--- src/design/psag_pkg.sv ---
// Package: constants and types of the program space address generator
package psag_pkg;
  localparam int DATA_W = 16;
  localparam int PROG_W = 24;
  localparam int FILE_ADDR_W = 13;
  localparam int SHORT_LIT_W = 5;
  localparam int OFFSET_FIELD_W = 4;
  localparam int BRANCH_LIT_W = 16;
  localparam int INT_DIS_LIT_W = 14;
  localparam int PAGE_W = 8;
  localparam int PAGE_CFG_BIT = 7;
  localparam int VIS_EN_BIT = 2;
  localparam int EA_MSB = 15;
  localparam int PC_STEP = 2;
  // Register indices on the plain port
  localparam logic [3:0] OFF_TABLE_PAGE = 4'h0;
  localparam logic [3:0] OFF_VIS_PAGE = 4'h1;
  localparam logic [3:0] OFF_CORE_CONTROL = 4'h2;
  localparam logic [3:0] OFF_STATUS = 4'h3;
  localparam logic [7:0] RST_TABLE_PAGE = 8'h00;
  localparam logic [7:0] RST_VIS_PAGE = 8'h00;
  localparam logic [15:0] RST_CORE_CONTROL = 16'h0000;
  localparam logic [1:0] EXTRA_MOVE = 2'h1;
  localparam logic [1:0] EXTRA_OTHER = 2'h2;
  localparam logic [1:0] EXTRA_LOOP_FAST = 2'h0;
  typedef enum logic [2:0] {
    PSAG_DIRECT = 3'h0,
    PSAG_INDIRECT = 3'h1,
    PSAG_POST_MOD = 3'h3,
    PSAG_PRE_MOD = 3'h2,
    PSAG_INDEXED = 3'h6,
    PSAG_LIT_OFFSET = 3'h7,
    PSAG_FILE_REG = 3'h5
  } psag_mode_t;
  typedef enum logic [1:0] {
    PSAG_IDLE = 2'h0,
    PSAG_STALL1 = 2'h1,
    PSAG_STALL2 = 2'h3
  } psag_state_t;
endpackage : psag_pkg

--- src/design/psag_top.sv ---
// Program space address generator: operand EA and program space mapping
//
// The implementer's own choices: the plain strobed port and the register addresses.
`timescale 1ns/10ps
// How it works
// - File register address is 13 bits, near 8192 bytes; move reaches all
// - Operand one register direct; operand two register, memory or literal
// - Post-modified: pointer is the address, then stepped by a constant
// - Pre-modified: pointer stepped by signed constant first, then used
// - Indexed: address is pointer plus base offset register
// - Literal offset: address is pointer plus instruction literal
// - Move modes may differ; source and destination share 4-bit offset
// - Branch target 16-bit signed literal; disable count 14-bit unsigned
// - Table address is table page above the 16-bit address
// - Table page bit 7 chooses user or configuration memory
// - Visibility read: page above low 15 bits, 23-bit user address
// - Visibility only when core control bit 2 is set
// - Address bit 15 dropped; program bit 15 from page bit 0
// - Word low table read returns program bits 15 to 0
// - Byte low table read picks upper byte when select is 1
// - Word high table read returns bits 23 to 16, upper byte zero
// - Byte high read of the phantom byte returns zero
// - Visibility reads cost an extra cycle for two fetches, except mid repeat loop
// - Visibility suspended while a table read or write runs
// - Outside repeat: moves add one cycle, others add two
// - In repeat: first, last, interrupt exit, re-entry add two; others none
// - Program counter steps by two per program word
module psag_top #(
  parameter int DATA_W = psag_pkg::DATA_W,
  parameter int PROG_W = psag_pkg::PROG_W
) (
  input  wire logic                 CLK,
  input  wire logic                 RST_N,
  input  wire logic [3:0]           REG_ADDR,
  input  wire logic [15:0]          REG_WDATA,
  input  wire logic                 REG_WR,
  input  wire logic                 REG_RD,
  output logic      [15:0]          REG_RDATA,
  input  wire logic                 OP_VALID,
  input  wire psag_pkg::psag_mode_t OP_MODE,
  input  wire logic                 OP_IS_MOVE,
  input  wire logic [15:0]          OP_POINTER,
  input  wire logic [15:0]          OP_BASE_OFFSET,
  input  wire logic [15:0]          OP_LITERAL,
  input  wire logic [12:0]          OP_FILE_ADDR,
  input  wire logic [15:0]          OP_STEP,
  output logic      [15:0]          EA,
  output logic      [15:0]          POINTER_NEXT,
  output logic                      POINTER_WE,
  input  wire logic                 TBL_VALID,
  input  wire logic                 TBL_HIGH,
  input  wire logic                 TBL_BYTE,
  input  wire logic                 TBL_WRITE,
  input  wire logic [15:0]          TBL_EA,
  output logic      [23:0]          PROG_ADDR,
  output logic                      PROG_CFG_SPACE,
  output logic                      PROG_RD,
  input  wire logic [23:0]          PROG_WORD,
  output logic      [15:0]          RD_DATA,
  output logic                      RD_DATA_VALID,
  output logic                      VIS_HIT,
  input  wire logic                 IN_REPEAT,
  input  wire logic                 REP_EDGE,
  output logic      [1:0]           EXTRA_CYCLES,
  output logic                      STALL,
  input  wire logic [15:0]          PC,
  output logic      [23:0]          PC_NEXT,
  input  wire logic [15:0]          BRANCH_LIT,
  input  wire logic [13:0]          INT_DIS_LIT,
  output logic      [23:0]          BRANCH_TARGET,
  output logic      [13:0]          INT_DIS_COUNT,
  input  wire logic [3:0]           OFFSET_FIELD,
  output logic      [3:0]           OFFSET_SEL
);
  logic [7:0]  table_page;
  logic [7:0]  visibility_page;
  logic [15:0] core_control;
  logic        program_visibility_enable;
  logic [15:0] next_ea;
  logic [15:0] next_pointer;
  logic        next_pointer_we;
  logic        vis_req;
  logic [23:0] next_prog_addr;
  logic [15:0] next_rd_data;
  logic        rd_table;
  logic        rd_high;
  logic        rd_byte;
  logic        rd_sel;
  logic [1:0]  next_extra;
  logic [1:0]  stall_cnt;
  psag_pkg::psag_state_t state;
  psag_pkg::psag_state_t next_state;

  // Register writes
  always_ff @(posedge CLK or negedge RST_N) begin
    if (!RST_N) begin
      table_page <= psag_pkg::RST_TABLE_PAGE;
      visibility_page <= psag_pkg::RST_VIS_PAGE;
      core_control <= psag_pkg::RST_CORE_CONTROL;
    end else if (REG_WR) begin
      case (REG_ADDR)
        psag_pkg::OFF_TABLE_PAGE: table_page <= REG_WDATA[7:0];
        psag_pkg::OFF_VIS_PAGE: visibility_page <= REG_WDATA[7:0];
        psag_pkg::OFF_CORE_CONTROL: core_control <= REG_WDATA;
        default: ;
      endcase
    end
  end

  // Read data one cycle after the strobe; unmapped reads as zero
  always_ff @(posedge CLK or negedge RST_N) begin
    if (!RST_N) begin
      REG_RDATA <= 16'h0000;
    end else if (REG_RD) begin
      case (REG_ADDR)
        psag_pkg::OFF_TABLE_PAGE: REG_RDATA <= {8'h00, table_page};
        psag_pkg::OFF_VIS_PAGE: REG_RDATA <= {8'h00, visibility_page};
        psag_pkg::OFF_CORE_CONTROL: REG_RDATA <= core_control;
        psag_pkg::OFF_STATUS: REG_RDATA <= {13'h0000, STALL, stall_cnt};
        default: REG_RDATA <= 16'h0000;
      endcase
    end else begin
      REG_RDATA <= 16'h0000;
    end
  end

  assign program_visibility_enable = core_control[psag_pkg::VIS_EN_BIT];

  // Effective address per mode
  always_comb begin
    next_ea = OP_POINTER;
    next_pointer = OP_POINTER;
    next_pointer_we = 1'b0;
    case (OP_MODE)
      psag_pkg::PSAG_FILE_REG:
        next_ea = OP_IS_MOVE ? OP_LITERAL : {3'h0, OP_FILE_ADDR};
      // Register direct passes the register itself
      psag_pkg::PSAG_DIRECT: next_ea = OP_POINTER;
      psag_pkg::PSAG_INDIRECT: next_ea = OP_POINTER;
      psag_pkg::PSAG_POST_MOD: begin
        next_ea = OP_POINTER;
        next_pointer = OP_POINTER + OP_STEP;
        next_pointer_we = 1'b1;
      end
      psag_pkg::PSAG_PRE_MOD: begin
        next_pointer = OP_POINTER + OP_STEP;
        next_ea = next_pointer;
        next_pointer_we = 1'b1;
      end
      psag_pkg::PSAG_INDEXED: next_ea = OP_POINTER + OP_BASE_OFFSET;
      psag_pkg::PSAG_LIT_OFFSET: next_ea = OP_POINTER + OP_LITERAL;
      default: next_ea = OP_POINTER;
    endcase
  end

  always_ff @(posedge CLK or negedge RST_N) begin
    if (!RST_N) begin
      EA <= 16'h0000;
      POINTER_NEXT <= 16'h0000;
      POINTER_WE <= 1'b0;
      OFFSET_SEL <= 4'h0;
    end else begin
      EA <= next_ea;
      POINTER_NEXT <= next_pointer;
      POINTER_WE <= OP_VALID & next_pointer_we;
      OFFSET_SEL <= OFFSET_FIELD;
    end
  end

  assign vis_req = OP_VALID & program_visibility_enable &
                   next_ea[psag_pkg::EA_MSB] & ~TBL_VALID;

  always_comb begin
    next_prog_addr = {table_page, TBL_EA};
    // Visibility page above low 15 bits
    // Bit 15 comes from page bit 0
    if (vis_req) begin
      next_prog_addr = {1'b0, visibility_page, next_ea[14:0]};
    end
  end

  // The word answers a cycle after its address, so shape it by these
  always_ff @(posedge CLK or negedge RST_N) begin
    if (!RST_N) begin
      rd_table <= 1'b0;
      rd_high <= 1'b0;
      rd_byte <= 1'b0;
      rd_sel <= 1'b0;
    end else begin
      rd_table <= TBL_VALID;
      rd_high <= TBL_HIGH;
      rd_byte <= TBL_BYTE;
      rd_sel <= TBL_EA[0];
    end
  end

  // Table read data shaping
  always_comb begin
    next_rd_data = PROG_WORD[15:0];
    if (!rd_table) begin
      // Visibility sees the low program word only
      next_rd_data = PROG_WORD[15:0];
    end else if (!rd_high && !rd_byte) begin
      next_rd_data = PROG_WORD[15:0];
    end else if (!rd_high) begin
      next_rd_data = {8'h00, rd_sel ? PROG_WORD[15:8] : PROG_WORD[7:0]};
    end else if (!rd_byte) begin
      // Word high with phantom byte zero
      next_rd_data = {8'h00, PROG_WORD[23:16]};
    end else begin
      next_rd_data = rd_sel ? 16'h0000 : {8'h00, PROG_WORD[23:16]};
    end
  end

  always_ff @(posedge CLK or negedge RST_N) begin
    if (!RST_N) begin
      PROG_ADDR <= 24'h000000;
      PROG_CFG_SPACE <= 1'b0;
      PROG_RD <= 1'b0;
      VIS_HIT <= 1'b0;
      RD_DATA <= 16'h0000;
      RD_DATA_VALID <= 1'b0;
    end else begin
      PROG_ADDR <= next_prog_addr;
      PROG_CFG_SPACE <= TBL_VALID & table_page[psag_pkg::PAGE_CFG_BIT];
      PROG_RD <= (TBL_VALID & ~TBL_WRITE) | vis_req;
      VIS_HIT <= vis_req;
      // Word of the previous cycle's fetch; held while nothing returns
      if (PROG_RD) begin
        RD_DATA <= next_rd_data;
      end
      RD_DATA_VALID <= PROG_RD;
    end
  end

  // Extra cycles for a visibility access
  always_comb begin
    next_extra = 2'h0;
    if (vis_req) begin
      if (IN_REPEAT) begin
        // Edge iterations cost two, others none
        next_extra = REP_EDGE ? psag_pkg::EXTRA_OTHER
                              : psag_pkg::EXTRA_LOOP_FAST;
      end else begin
        // At least one cycle for the second fetch
        next_extra = OP_IS_MOVE ? psag_pkg::EXTRA_MOVE
                                : psag_pkg::EXTRA_OTHER;
      end
    end
  end

  always_comb begin
    next_state = state;
    case (state)
      psag_pkg::PSAG_IDLE:
        if (next_extra == 2'h2) next_state = psag_pkg::PSAG_STALL2;
        else if (next_extra == 2'h1) next_state = psag_pkg::PSAG_STALL1;
      psag_pkg::PSAG_STALL2: next_state = psag_pkg::PSAG_STALL1;
      psag_pkg::PSAG_STALL1: next_state = psag_pkg::PSAG_IDLE;
      default: next_state = psag_pkg::PSAG_IDLE;
    endcase
  end

  always_ff @(posedge CLK or negedge RST_N) begin
    if (!RST_N) begin
      state <= psag_pkg::PSAG_IDLE;
      EXTRA_CYCLES <= 2'h0;
      stall_cnt <= 2'h0;
    end else begin
      state <= next_state;
      if (state == psag_pkg::PSAG_IDLE) begin
        EXTRA_CYCLES <= next_extra;
        stall_cnt <= next_extra;
      end else begin
        stall_cnt <= stall_cnt - 2'h1;
      end
    end
  end

  assign STALL = (state != psag_pkg::PSAG_IDLE);

  // Literal paths and program counter
  always_ff @(posedge CLK or negedge RST_N) begin
    if (!RST_N) begin
      PC_NEXT <= 24'h000000;
      BRANCH_TARGET <= 24'h000000;
      INT_DIS_COUNT <= 14'h0000;
    end else begin
      PC_NEXT <= {8'h00, PC} + 24'(psag_pkg::PC_STEP);
      BRANCH_TARGET <= {8'h00, PC} + {{8{BRANCH_LIT[15]}}, BRANCH_LIT};
      INT_DIS_COUNT <= INT_DIS_LIT;
    end
  end
endmodule : psag_top

--- config.mk ---
export PLATFORM = sky130hd
export DESIGN_NAME = psag_top
export DESIGN_NICKNAME = d
export VERILOG_FILES = /design/src/design/psag_pkg.sv /design/src/design/psag_top.sv
export SDC_FILE = /design/constraint.sdc
export NUM_CORES = 1
export LEC_CHECK = 0
export BUFFER_PORTS_ARGS = -buffer_cell sky130_fd_sc_hd__buf_2
export CELL_PAD_IN_SITES_DETAIL_PLACEMENT = 1
export CELL_PAD_IN_SITES_GLOBAL_PLACEMENT = 1
export CORE_AREA = 4 4 167 169
export CTS_CLUSTER_SIZE = 24
export DETAILED_ROUTE_END_ITERATION = 10
export DIE_AREA = 0 0 171 173
export PLACE_DENSITY_LB_ADDON = 0.1
export SETUP_SLACK_MARGIN = 0.15
export SYNTH_ARGS = -nofsm -noshare
export SYNTH_HDL_FRONTEND = slang
export SYNTH_SLANG_ARGS = --single-unit
--- constraint.sdc ---
create_clock -name CLK -period 2 [get_ports CLK]
set_input_delay 0.1 -clock CLK [delete_from_list [all_inputs] [get_ports CLK]]
set_output_delay 0.1 -clock CLK [all_outputs]
set_load 0.02 [all_outputs]
=== Yosys cells after proc, flatten, opt, wreduce, memory -nomap -nowiden ===
Index checks and enable logic that the tools add are counted.

* Register bits after elaboration: 188
* Input bits: 202
* Word-level logic and storage cells: 82

* Add/subtract/negate cells: 6
* Eq/ne operators: 12
* Mux-type cells: 21
* Bitwise gates (word level): 9
* Reduce and logical (&&, ||, !) cells: 10

{| class="wikitable"
|+ Operators with widths
! kind !! count
|-
| $pmux W16 S4 || 2
|-
| $mux W16 || 5
|-
| $add A16 B16 Y16 || 3
|-
| $mux W8 || 4
|-
| $mux W24 || 1
|-
| $add A17 B16 Y18 || 1
|-
| $add A16 B2 Y17 const B || 1
|-
| $mux W2 || 7
|-
| $eq A3 B3 Y1 const B || 3
|-
| $eq A4 B2 Y1 const B || 2
|-
| $and A1 B1 Y1 || 6
|-
| $eq A3 B2 Y1 const B || 2
|-
| $reduce_and A2 Y1 || 3
|-
| $eq A2 B2 Y1 const B || 2
|-
| $eq A4 B1 Y1 const B || 1
|-
| $logic_not A4 Y1 || 1
|-
| $pmux W2 S2 || 1
|-
| $ne A3 B3 Y1 const B || 1
|-
| $eq A2 B1 Y1 const B || 1
|-
| $logic_not A1 Y1 || 2
|-
| $logic_not A2 Y1 || 1
|-
| $not A1 Y1 || 2
|-
| $reduce_bool A2 Y1 || 1
|-
| $reduce_or A2 Y1 || 1
|-
| 4 further kinds || 4
|}

=== Longest topological paths before layout ===
Gate-level depths: netlist (run 1).

* Depth after elaboration: 9
* Depth in mapped cells: 19
* Depth with buffers taken out: 15

=== Worst setup path after synthesis (run 1) ===
Ideal clock, no wire load.

* Kind: input-to-reg
* Start point: input OP_MODE[1]
* End point: register state[1]
* Setup time: 72 ps
* Arrival time: 3750 ps
* Data required time: 1928 ps
* Setup slack: -1822 ps
* Stages on the path: 18
* Buffers on the path: 3
* Cell sequence: buf_4 -> nand3_4 -> buf_1 -> mux2_2 -> ha_1 -> buf_2 -> and4_1 -> nand4_1 -> and3b_1 -> o31ai_1 -> a21oi_1 -> a211oi_2 -> nand4_4 -> or3b_1 -> ha_1 -> nor3b_1 -> a21oi_1 -> nor2_1

* Cells in the longest elaborated chain, start to end: 8

{| class="wikitable"
|+ RTL lines
! element !! RTL line !! text
|-
| from (decl) || psag_top.sv:40 || <nowiki>input wire psag_pkg::psag_mode_t OP_MODE,</nowiki>
|-
| $eq A3 B3 Y1 or $eq A3 B2 Y1 (tied branches) || psag_top.sv:134 || <nowiki>case (OP_MODE)</nowiki>
|-
| $pmux W16 S4 * || psag_top.sv:134 ||
|-
| named net next_ea[15] || psag_top.sv:79 || <nowiki>logic [15:0] next_ea;</nowiki>
|-
| $and A1 B1 Y1 * || psag_top.sv:170 || <nowiki>assign vis_req = OP_VALID & program_visibility_enable &</nowiki>
|-
| $and A1 B1 Y1 * || psag_top.sv:171 || <nowiki>next_ea[psag_pkg::EA_MSB] & ~TBL_VALID;</nowiki>
|-
| $mux W2 * || psag_top.sv:239 || <nowiki>if (vis_req) begin</nowiki>
|-
| $eq A2 B2 Y1 || psag_top.sv:256 || <nowiki>if (next_extra == 2'h2) next_state = psag_pkg::PSAG_STALL2;</nowiki>
|-
| $mux W2 || psag_top.sv:256 ||
|-
| $pmux W2 S2 || psag_top.sv:254 || <nowiki>case (state)</nowiki>
|-
| to (signal assigned) || psag_top.sv:266 || <nowiki>state <= psag_pkg::PSAG_IDLE;</nowiki>
|-
| to (signal assigned) || psag_top.sv:270 || <nowiki>state <= next_state;</nowiki>
|-
| to (decl) || psag_top.sv:91 || <nowiki>psag_pkg::psag_state_t state;</nowiki>
|}

Mark *: on every way through the listed nets, which the timed path passes. The rest lies on a longest branch.
A chain may end at the register's enable or synchronous reset.

=== Worst setup path after layout (run 1) ===
Same ends and word-level chain as after synthesis.

==> results of run 1 <==
[state kept, by name (all words and copies together), names as in the netlist, 2 cells and up]
register         flops
PROG_ADDR           24
BRANCH_TARGET       18
PC_NEXT             17
EA                  16
POINTER_NEXT        16
RD_DATA             16
REG_RDATA           16
core_control        16
INT_DIS_COUNT       14
table_page           8
visibility_page      8
OFFSET_SEL           4
EXTRA_CYCLES         2
stall_cnt            2
state                2
[per-stage QoR]
stage,utilization,worst slack (ps),std cells
after CTS,0.577,-997,1846
after global routing,0.583,-1200,1854
after detailed placement,0.497,-1680,1707
final,0.583,-1010,1854
after floorplan,-,-1290,917
after global placement,0.497,-1550,1707
[synth_stat cells, types with 3 or more instances]
library cell and number:
nand4_1 4, nand3_1 17, and3_1 13, o211ai_1 3, o21ai_0 46, xor2_1 21
clkbuf_1 22, mux2_2 53, and2_1 15, buf_4 14, xnor2_1 35, a21oi_1 61
o22a_1 5, or3_1 3, a21o_1 15, nand2_1 53, o31ai_1 7, nor3_1 8
nand2b_1 5, o21bai_1 3, a211oi_1 9, a31oi_1 6, a221oi_1 18, o21a_1 4
mux2_4 22, nor2_1 68, mux2i_1 23, a22oi_1 11, o22ai_1 4, ha_1 50
dfrtp_1 188, inv_1 39, buf_1 4, nor2b_1 12, fa_1 3, or2_2 3
[report_power, final]
part / switching [uW] / leakage [uW] / internal, uW / total (uW)
registers: 253 / 0.00228 / 4310 / 4560
logic: 2110 / 0.00509 / 1810 / 3920
clock network: 1780 / 0.000296 / 1820 / 3600
[worst min path at each step]
| stage | from | endpoint | slack [ps] | cells past startpoint |
|---|---|---|---|---|
| after CTS | PROG_WORD[4] | RD_DATA[4] | 0.9 | 3 |
| final | PROG_WORD[4] | RD_DATA[4] | 9 | 3 |
| after global routing | OP_STEP[0] | POINTER_NEXT[0] | 20 | 3 |
| after global placement | RST_N | RD_DATA[4] | 130 | 1 |
| after detailed placement | RST_N | RD_DATA[4] | 130 | 1 |
| after floorplan | RST_N | BRANCH_TARGET[0] | -200 | 0 |
[final cells by class]
class | count | area share
Multi-Input combinational cell | 645 | 0.353
Sequential cell | 188 | 0.304
Timing Repair Buffer | 605 | 0.265
Tap cell | 341 | 0.0275
Clock buffer | 17 | 0.0275
Clock inverter | 15 | 0.0128
Inverter | 40 | 0.00969
Antenna cell | 3 | 0.000485
[routing by layer]
layer	track usage	vias to the layer above	share of wire
met4	0.0786	2	0.027
met3	0.0368	60	0.044
li1	-	4409	-
met5	0	-	0.00019
met2	0.435	271	0.51
met1	0.308	4663	0.42
[kinds of logic (layout without fill, tap and decap cells)]
| group | after synthesis | count (layout) | synth area share |
|---|---|---|---|
| buf+inv | 84 | 677 | 0.0411 |
| fa+ha+maj | 53 | 53 | 0.0690 |
| mux | 99 | 99 | 0.119 |
| xor+xnor | 56 | 56 | 0.0493 |
| compound gates | 216 | 216 | 0.143 |
| other cells | 1 | 10 | 0.000377 |
| simple gates | 214 | 214 | 0.106 |
| flops | 188 | 188 | 0.473 |
[cell usage in the layout, fill, tap and decap left out, drive strengths merged, types with 7 or more instances in the layout]
master       count
inv             46
buf            514
a221oi          18
and2            15
a22oi           11
o21ai           48
clkbuf          18
mux2            75
nand3           18
a21oi           61
mux2i           23
a21o            15
dlygate4sd3     90
and3            13
ha              50
nand2           53
nor2            68
dfrtp          188
nor3             8
nor2b           12
xnor2           35
o31ai            8
conb             7
xor2            21
a211oi          10
[repair_timing]
action / in CTS / in global routing
cloned: 3 / 0
setup endpoints to repair: 48 / 62
hold buffers: 90 / 1
pin swaps: 30 / 27
resized for setup: 81 / 27
hold endpoints to repair: 167 / 1
buffers inserted: 14 / 5
[worst max-delay path, stage by stage]
cell and delay, ps:
buf_8 90, nand3_4 120, buf_6 150, buf_8 120, mux2_4 300, ha_4 280
and4_4 220, nand4_1 110, o211ai_1 270, or4_1 160, a21oi_2 70, a211oi_4 260
nand4_4 130, or3b_4 420, ha_4 270, nor3b_2 160, a21oi_1 60, nor2_1 80
==> metrics.md, run 1 <==
| Metric | Value |
|---|---|
| Setup skew after layout | `15.3 ps` |
| R2R depth | `6` |
| Synthesis-stage register bit count | `188` |
| Worst vdd ir | `0.000666 V` |
| Relative slew slack | `0.584` |
| Clk Tree Root Cell | `clkbuf_16` |
| CTS H-tree depth | `4` |
| Number of DRC markers in iteration 0 | `488` |
| Final setup violation count | `40` |
| Core Footprint | `0.0266 mm^2` |
| Count of final max-slew check failures | `0` |
| Clk_lat worst skew | `440 ps` |
| First-pass GRT wire length | `57.6 mm` |
| Fin Setup TNS | `-27760 ps` |
| Number of global-route vias before repair | `10378` |
| EDFF count, synth | `0` |
| Max Clock Freq | `0.332 GHz` |
| RR Endpoint | `RD_DATA[0]` |
| CP endpoint | `state[1]` |
| FF-to-FF Start | `rd_byte` |
| Worst-path clk slew | `80 ps` |
| Post-route DRC | `0` |
| Final setup margin | `-1010 ps` |
| Max Cap Viol | `0` |
| Ys flop type | `dfrtp_1` |
| GP Congestion | `0.870` |
| Routed vias | `9405` |
| Final critical-path share of the clock period | `1.51` |
| R2R setup slack | `260 ps` |
| Starting density of the core | `0.374` |
| Worst-margin pin slew | `621 ps` |
| CP Capture Type | `register` |
| Worst Hold Slack | `9.31 ps` |
| Share of cells above drive strength 1 | `0.472` |
| CTS tree | `yes` |
| Layout area overhead | `55.8%` |
| Fillcell total | `2964` |
| Number of antenna violations at the first check in global routing | `4` |
| Max FO, Critical Path | `5` |
| Fin area | `0.0155 mm^2` |
| Synth async-reset ratio | `1.00` |
| Area after DPL | `0.0132 mm^2` |
| Register area share after synthesis | `0.473` |
| HP Class | `in -> reg` |
| Die width | `171 um` |
| Clock tree buffer depth | `2` |
| PortBufs | `356` |
| Largest net degree at the start of global routing | `66` |
| Vias per inst | `5.07` |
| Worst path required time | `2370 ps` |
| Failing checks | `setup timing` |
| Post-synth top area cell | `dfrtp_1` |
| Final Power | `12100 uW` |
| Die Area | `0.0296 mm^2` |
| Startpoint types | `input port` |
| CTS Sinks | `188` |
| Gr usage total | `0.246` |
| Unrepaired setup endpoints after global routing | `true` |
| Start point of the critical path | `OP_MODE[1]` |
| Synth Warn # | `0` |
| Footprint of the multi-input gates | `0.00547 mm^2` |
| Mapped Cells | `911` |
| Post-synth top area share | `0.473` |
| Drt first pass iters | `4` |
| Worst Path Arrival | `3390 ps` |
| Core Rows | `60` |
| Total CTS buffers | `17` |
| Synth top area cells | `dfrtp_1 (47%), ha_1 (6.3%), mux2_2 (6.0%)` |
| Detailed Route WL | `37.2 mm` |
| Total gr overflow | `0` |
| Die H | `173 um` |
| DPL Wire Length | `27.3 mm` |
| Post-synthesis cell area | `0.00994 mm^2` |
| WL per Instance | `20.1 um` |
| Minimum clock period | `3010 ps` |
| Post-synth cell types | `70` |
| Syn avg cell area | `10.9 um^2` |
| ANT nets after route | `0` |
| Nets | `1752` |
| Critical path type | `in -> reg` |
| Num ports | `364` |
| Power Density | `780 mW/mm^2` |
| Static leakage | `0.00766 uW` |
| Status | `finished, violations left` |
| Reg area | `0.00470 mm^2` |
| Final hold violation count | `0` |
No activity file was read; power rests on OpenSTA's default activity.
==> run 2, diff against run 1 <==
- CORE_AREA: 4 4 167 169 -> 2 2 163 165
- CTS_BUF_LIST: default -> sky130_fd_sc_hd__clkbuf_4 sky130_fd_sc_hd__clkbuf_8
- DIE_AREA: 0 0 171 173 -> 0 0 165 167
- RECOVER_POWER: default -> 50
==> run 2 against run 1 <==
Non-clock buffer count grew 26. Global-route usage grew 2.2 points. Hold slack gained 14 ps. Largest cell class unchanged. Die area shrank 6.9%. The flow still finishes with violations (setup timing). Sequential power is essentially flat. Combinational power is essentially flat.
==> metrics.md, run 2 (same netlist as run 1, synthesis figures left out) <==
| Metric | Value |
|---|---|
| Setup skew after layout | `22.1 ps (+6.78 ps)` |
| Largest regs | `PROG_ADDR (24), BRANCH_TARGET (18), PC_NEXT (17)` |
| Fin cells | `1871 (+0.92%)` |
| GP Congestion | `0.843 (-3.2%)` |
| Largest net degree at the start of global routing | `51 (-23%)` |
| Status | `finished, violations left` |
| Worst-margin pin slew | `1360 ps (+740 ps)` |
| Static leakage | `0.00755 uW (-1.5%)` |
| Nets | `1778 (+1.5%)` |
| Antenna diode count | `0 (-3)` |
| Critical path's largest stage delay | `420 ps (about the same)` |
| Count of final max-slew check failures | `0 (unchanged)` |
| First-pass GRT wire length | `57.2 mm (-0.73%)` |
| Final setup margin | `-1090 ps (-78.8 ps)` |
| Drt first pass iters | `4 (unchanged)` |
| HP Class | `in -> reg` |
| CTS Sinks | `188 (unchanged)` |
| Vias per inst | `5.10 (+0.55%)` |
| Post-route DRC | `0 (unchanged)` |
| CTS tree | `yes` |
| Detailed Route WL | `37.2 mm (about the same)` |
| Core Rows | `59 (-1.7%)` |
| Starting density of the core | `0.386 (+0.0118)` |
| Final critical-path share of the clock period | `1.55 (+0.0394)` |
| Number of antenna violations at the first check in global routing | `1 (-3)` |
| Number of DRC markers in iteration 0 | `510 (+4.5%)` |
| Minimum clock period | `3090 ps (+78.8 ps)` |
| Top reg by flops | `PROG_ADDR` |
| Power Density | `729 mW/mm^2 (-6.5%)` |
| Failing checks | `setup timing` |
| Final setup violation count | `43 (+7.5%)` |
| Layout area overhead | `54.9%` |
| Routed vias | `9543 (+1.5%)` |
| Die Area | `0.0276 mm^2 (-6.9%)` |
| Startpoint types | `input port` |
| Clock tree buffer depth | `2 (unchanged)` |
| Post-placement worst setup slack | `-1740 ps (-57.7 ps)` |
| CTS H-tree depth | `4 (unchanged)` |
| Relative slew slack | `0.0926 (-0.492)` |
| Commonest non-fill, non-tap cell in the layout | `buf_2` |
| DPL Wire Length | `27.0 mm (-0.94%)` |
| Worst Path Arrival | `3440 ps (+50 ps)` |
| Worst-path cell chain | `buf_8 > nand3_4 > buf_12 > buf_6 > mux2_4 > ha_4 > o21a_1 > o21a_1 > and3b_2 > o31ai_4 > a21oi_2 > a211oi_2 > buf_4 > nand4_4 > or3b_4 > ha_4 > nor3b_2 > a21oi_1 > nor2_1` |
| Total CTS buffers | `17 (unchanged)` |
| Max Clock Freq | `0.324 GHz (-2.6%)` |
| Unrepaired setup endpoints after global routing | `true` |
| Critical path type | `in -> reg` |
| Share of cells above drive strength 1 | `0.449 (-0.0230)` |
| WL per Instance | `19.9 um (-0.96%)` |
| Clk Tree Root Cell | `clkbuf_8` |
| Commonest non-fill, non-tap cells in the layout | `buf_2 (338), dfrtp_1 (188), buf_4 (132)` |
| PortBufs | `356 (unchanged)` |
| Die H | `167 um (-3.5%)` |
| Worst-path clk slew | `130 ps (+50 ps)` |
| Clk_lat worst skew | `480 ps (+40 ps)` |
| Worst path required time | `2350 ps (-20 ps)` |
| Num ports | `364 (unchanged)` |
| ANT nets after route | `0 (unchanged)` |
| Cells after DPL | `1704 (-0.18%)` |
| Final hold violation count | `0 (unchanged)` |
| Number of global-route vias before repair | `10415 (+0.36%)` |
| Max reg flops | `24 (unchanged)` |
| Worst vdd ir | `0.000530 V (-20%)` |
| CP Capture Type | `register` |
| Die width | `165 um (-3.5%)` |
| Core Footprint | `0.0258 mm^2 (-3.1%)` |
| Max Cap Viol | `0 (unchanged)` |
| Critical-path top delay cell | `or3b_4` |
| Gr usage total | `0.268 (+0.0218)` |
| Total gr overflow | `0 (unchanged)` |
| Max FO, Critical Path | `4 (-1)` |
run 2: per-layer routing:
layer	vias up	track usage	routed length [um]
met5	-	0	13
met4	2	0.0620	637
met3	43	0.0399	1740
met2	282	0.482	19200
met1	4756	0.337	15500
li1	4460	-	-
run 2: critical path: cells and delay by family:
family	cells	cell delay, ps
compound gates	6	1010
simple gates	6	990
buf+inv	4	530
fa+ha+maj	2	520
mux	1	300
run 2: layout make-up:
class / instances / area [um^2]
Clock inverter: 15 / 218
Fill cell: 2873 / 10400
Sequential cell: 188 / 4700
Timing Repair Buffer: 631 / 4260
Tap cell: 335 / 419
Inverter: 40 / 150
Clock buffer: 17 / 234
Multi-Input combinational cell: 645 / 5410
run 2: final timing paths:
| path | depth (start not counted) | endpoint | slack [ps] | startpoint |
|---|---|---|---|---|
| worst max-delay path | 19 | state[1] | -1090 | OP_MODE[1] |
| worst min-delay path | 4 | PC_NEXT[5] | 20 | PC[4] |
| worst max register to register | 6 | state[1] | 360 | core_control[2] |
| worst min register to register | 1 | REG_RDATA[12] | 490 | core_control[12] |
| max in group asynchronous | 3 | EA[9] | 300 | RST_N |
| min in group asynchronous | 2 | RD_DATA[15] | 380 | RST_N |
run 2: metrics by stage:
stage	hold slack, ps	area (um^2)	util	setup TNS [ps]	total power (uW)
after global routing	22.4	15400	0.598	-32940	11900
after floorplan	-196	10200	-	-31800	6590
final	22.9	15400	0.598	-30700	11200
after detailed placement	58.9	13200	0.514	-58630	8080
after CTS	0.576	15300	0.594	-30830	11200
after global placement	59.5	13200	0.514	-54140	7960
run 2: timing repair:
item,in CTS,in global routing
hold endpoints to repair,310,1
pin swaps,34,26
cloned,2,0
hold buffers,114,1
setup buffers,12,7
setup endpoints to repair,47,63
gates resized for setup,62,35
run 2: report_power, final:
part | leakage (uW) | internal (uW) | switching [uW]
sequential | 0.00228 | 4310 | 257
combinational | 0.00505 | 1800 | 2100
clock | 0.000221 | 1020 | 1740
==> run 3, diff against run 2 <==
- ABC_AREA: default -> 1
- CORE_AREA: 2 2 163 165 -> 2 2 168 170
- DIE_AREA: 0 0 165 167 -> 0 0 170 172
==> run 3 against run 2 <==
Core utilization is 2.4 points lower. Largest cell class unchanged. Power is 2.2% lower. Via count is 18% higher. Synthesized area is 0.45% higher. Hold slack worse by 0.97 ps. Non-clock buffer count is 11 higher. Register-to-register slack worse by 60 ps. Sequential share of layout area is 0.72 points lower. Global-route usage is 1.7 points higher. Clock skew is 12 ps lower. The run still ends with setup timing left. Synthesized cell count is 36% higher. Final cell count is 19% higher.
==> metrics.md, run 3 <==
| Metric | Value |
|---|---|
| Syn avg cell area | `8.09 um^2 (-26%)` |
| Synth cell count leaders | `nand2_1 (372), dfrtp_1 (188), inv_1 (136)` |
| Die width | `170 um (+3.0%)` |
| Static leakage | `0.00832 uW (+10%)` |
| Clock tree buffer depth | `2 (unchanged)` |
| Core Footprint | `0.0275 mm^2 (+6.6%)` |
| Worst path required time | `2380 ps (+30 ps)` |
| Starting density of the core | `0.364 (-0.0224)` |
| Fin Setup TNS | `-647 ps (+30050 ps)` |
| Vias per inst | `5.04 (-1.2%)` |
| Commonest non-fill, non-tap cells in the layout | `buf_2 (337), nand2_1 (313), dfrtp_1 (188)` |
| Comb power frac | `0.347 (about the same)` |
| Layout area overhead | `57.9%` |
| RR Endpoint | `RD_DATA[1]` |
| Routed vias | `11224 (+18%)` |
| HP Class | `in -> reg` |
| Final hold violation count | `0 (unchanged)` |
| Commonest non-fill, non-tap cell in the layout | `buf_2` |
| CTS tree | `yes` |
| Die H | `172 um (+3.0%)` |
| Final Power | `11000 uW (-2.2%)` |
| Max Clock Freq | `0.471 GHz (+46%)` |
| Gr usage total | `0.285 (+0.0169)` |
| Minimum clock period | `2120 ps (-969 ps)` |
| Fillcell total | `3366 (+17%)` |
| Post-route DRC | `0 (unchanged)` |
| Internal power | `6870 uW (-3.7%)` |
| Fin area | `0.0158 mm^2 (+2.4%)` |
| Max Cap Viol | `0 (unchanged)` |
| R2R setup slack | `300 ps (-60 ps)` |
| Post-synth top area share | `0.471 (-0.00213)` |
| Number of global-route vias before repair | `11901 (+14%)` |
| Ys flop type | `dfrtp_1` |
| Unrepaired setup endpoints after global routing | `true` |
| Setup skew after layout | `9.86 ps (-12.2 ps)` |
| WL per Instance | `19.3 um (-2.6%)` |
| CTS Sinks | `188 (unchanged)` |
| Final critical-path share of the clock period | `1.06 (-0.485)` |
| CP Capture Type | `register` |
| CP endpoint | `state[1]` |
| Core Rows | `61 (+3.4%)` |
| Critical path type | `in -> reg` |
| Count of final max-slew check failures | `0 (unchanged)` |
| Number of DRC markers in iteration 0 | `741 (+45%)` |
| Largest regs | `PROG_ADDR (24), BRANCH_TARGET (18), PC_NEXT (17)` |
| Post-synthesis cell area | `0.00999 mm^2 (+0.45%)` |
| CTS H-tree depth | `4 (unchanged)` |
| Net Switching | `4120 uW (+0.44%)` |
| DPL Wire Length | `30.2 mm (+12%)` |
| Share of cells above drive strength 1 | `0.364 (-0.0847)` |
| Power Density | `697 mW/mm^2 (-4.5%)` |
| Register area share after synthesis | `0.471 (-0.00213)` |
| Mapped Cells | `1235 (+36%)` |
| Total CTS buffers | `17 (unchanged)` |
| R2R depth | `4 (-2)` |
| Total gr overflow | `0 (unchanged)` |
| Die Area | `0.0292 mm^2 (+6.1%)` |
| Switching share of power | `0.375 (+0.00969)` |
| Synth Warn # | `0 (unchanged)` |
| Max FO, Critical Path | `8 (+4)` |
| Post-synth cell types | `48 (-31%)` |
| Synth async-reset ratio | `1.00 (unchanged)` |
| Failing checks | `setup timing` |
| Final setup violation count | `10 (-77%)` |
| Drt first pass iters | `5 (+1)` |
| GP Congestion | `0.906 (+7.5%)` |
| ANT nets after route | `0 (unchanged)` |
| Number of antenna violations at the first check in global routing | `1 (unchanged)` |
| Synthesis-stage register bit count | `188 (unchanged)` |
| Max reg flops | `24 (unchanged)` |
| Worst vdd ir | `0.000413 V (-22%)` |
| Detailed Route WL | `43.1 mm (+16%)` |
| Relative slew slack | `0.121 (+0.0283)` |
| Layout Utilization | `0.574 (-0.0238)` |
| Top reg by flops | `PROG_ADDR` |
| First-pass GRT wire length | `64.0 mm (+12%)` |
| Num ports | `364 (unchanged)` |
| Worst Path Arrival | `2500 ps (-940 ps)` |
| FF-to-FF Start | `rd_sel` |
| Area after DPL | `0.0132 mm^2 (-0.27%)` |
| Clk Tree Root Cell | `clkbuf_8` |
| EDFF count, synth | `0 (unchanged)` |
| Final setup margin | `-122 ps (+969 ps)` |
| Nets | `2122 (+19%)` |
| Post-synth top area cell | `dfrtp_1` |
| Hold Path Cell Cnt | `4 (unchanged)` |
| PortBufs | `356 (unchanged)` |
| Synth top area cells | `dfrtp_1 (47%), nand2_1 (14%), ha_1 (6.3%)` |
| Startpoint types | `input port` |
| Worst Hold Slack | `22.0 ps (-0.968 ps)` |
| Clk_lat worst skew | `490 ps (about the same)` |
| Dominant cell by count in the synthesized netlist | `nand2_1` |
| Largest net degree at the start of global routing | `53 (+3.9%)` |
| Start point of the critical path | `OP_MODE[2]` |
| Worst-path clk slew | `110 ps (-20 ps)` |
| Worst-margin pin slew | `1320 ps (-42.5 ps)` |
| Flop pwr share | `0.409 (+0.003)` |
| Status | `finished, violations left` |
| Clk pwr share | `0.244 (-0.002)` |
==> run 3: cell types whose count changed in the layout (fill, tap and decap cells not counted), moves of 14 or more <==
cell	delta
inv_1	+92
mux2_2	-50
mux2_4	-25
mux2i_1	-23
nand2_1	+261
nand2_2	+35
nand2_4	+23
nand3_1	+74
nand4_1	+16
o211ai_1	+14
o21ai_0	+35
xnor2_1	-27
==> run 3: critical path, cell delays in order <==
cell and delay, ps:
buf_8 90, nand2_8 60, buf_12 130, inv_12 70
nand2_8 110, nand2_1 120, nand2_2 80, ha_4 290
inv_1 80, nor3_4 160, nand2_4 80, nand2_4 70
nand2_4 50, nand3_2 90, nand3_2 100, nand3_2 90
nand3_4 100, inv_4 90, nand2_4 50, ha_4 280
nand2_4 50, nand2_2 80, o22ai_1 80
==> run 3: worst min path at each step <==
| stage | startpoint | end | slack [ps] |
|---|---|---|---|
| floorplan | RST_N | BRANCH_TARGET[0] | -200 |
| global placement | RST_N | INT_DIS_COUNT[13] | 90 |
| detailed placement | RST_N | INT_DIS_COUNT[11] | 90 |
| CTS | OP_POINTER[4] | POINTER_NEXT[4] | 2 |
| global route | OP_POINTER[13] | POINTER_NEXT[13] | 20 |
| finish | OP_POINTER[13] | POINTER_NEXT[13] | 20 |
==> run 3: what timing repair did <==
item / 4_1_cts / 5_1_grt
endpoints found under the setup margin: 29 / 54
buffers inserted: 21 / 13
endpoints found under the hold margin: 333 / 0
pin swaps: 45 / 48
hold buffers: 123 / 0
resized for setup: 81 / 96
cloned: 2 / 1
==> run 3: through the flow <==
| step | worst slack, ps | instances |
|---|---|---|
| 2_1_floorplan | -469 | 1241 |
| 3_3_place_gp | -617 | 2034 |
| 3_5_place_dp | -707 | 2034 |
| 4_1_cts | -0.703 | 2212 |
| 5_1_grt | -258 | 2227 |
| 6_report | -122 | 2228 |
==> run 3: power by group through the flow <==
stage               logic [uW]  clock network [uW]  registers, uW
floorplan                 1350                   0           4920
global placement          3100                   0           4540
detailed placement        3170                   0           4560
CTS                       3560                2740           4490
global route              4150                2870           4540
finish                    3810                2680           4490
==> run 3: cells by family (layout without fill, tap and decap cells) <==
logic type | after synthesis | in the layout | synth area share
xor+xnor | 31 | 31 | 0.0272
compound gates | 190 | 190 | 0.107
fa+ha+maj | 53 | 53 | 0.0686
simple gates | 589 | 590 | 0.251
buf+inv | 183 | 821 | 0.0755
flops | 188 | 188 | 0.471
other cells | 1 | 9 | 0.000375
==> run 3: area by class of cell <==
class,instances,area (um^2),area share
Timing Repair Buffer,642,4340,0.275
Clock buffer,17,234,0.0148
Inverter,147,574,0.0364
Tap cell,346,433,0.0275
Sequential cell,188,4700,0.298
Multi-Input combinational cell,871,5300,0.336
Clock inverter,15,180,0.0114
Antenna cell,2,5.00,0.000317
==> run 3: per-layer routing <==
layer	GRT usage	up-vias	wire, um
met5	0	-	0
met4	0.110	0	1430
met3	0.0526	85	2230
met2	0.516	387	22100
met1	0.336	5492	17400
li1	-	5260	-
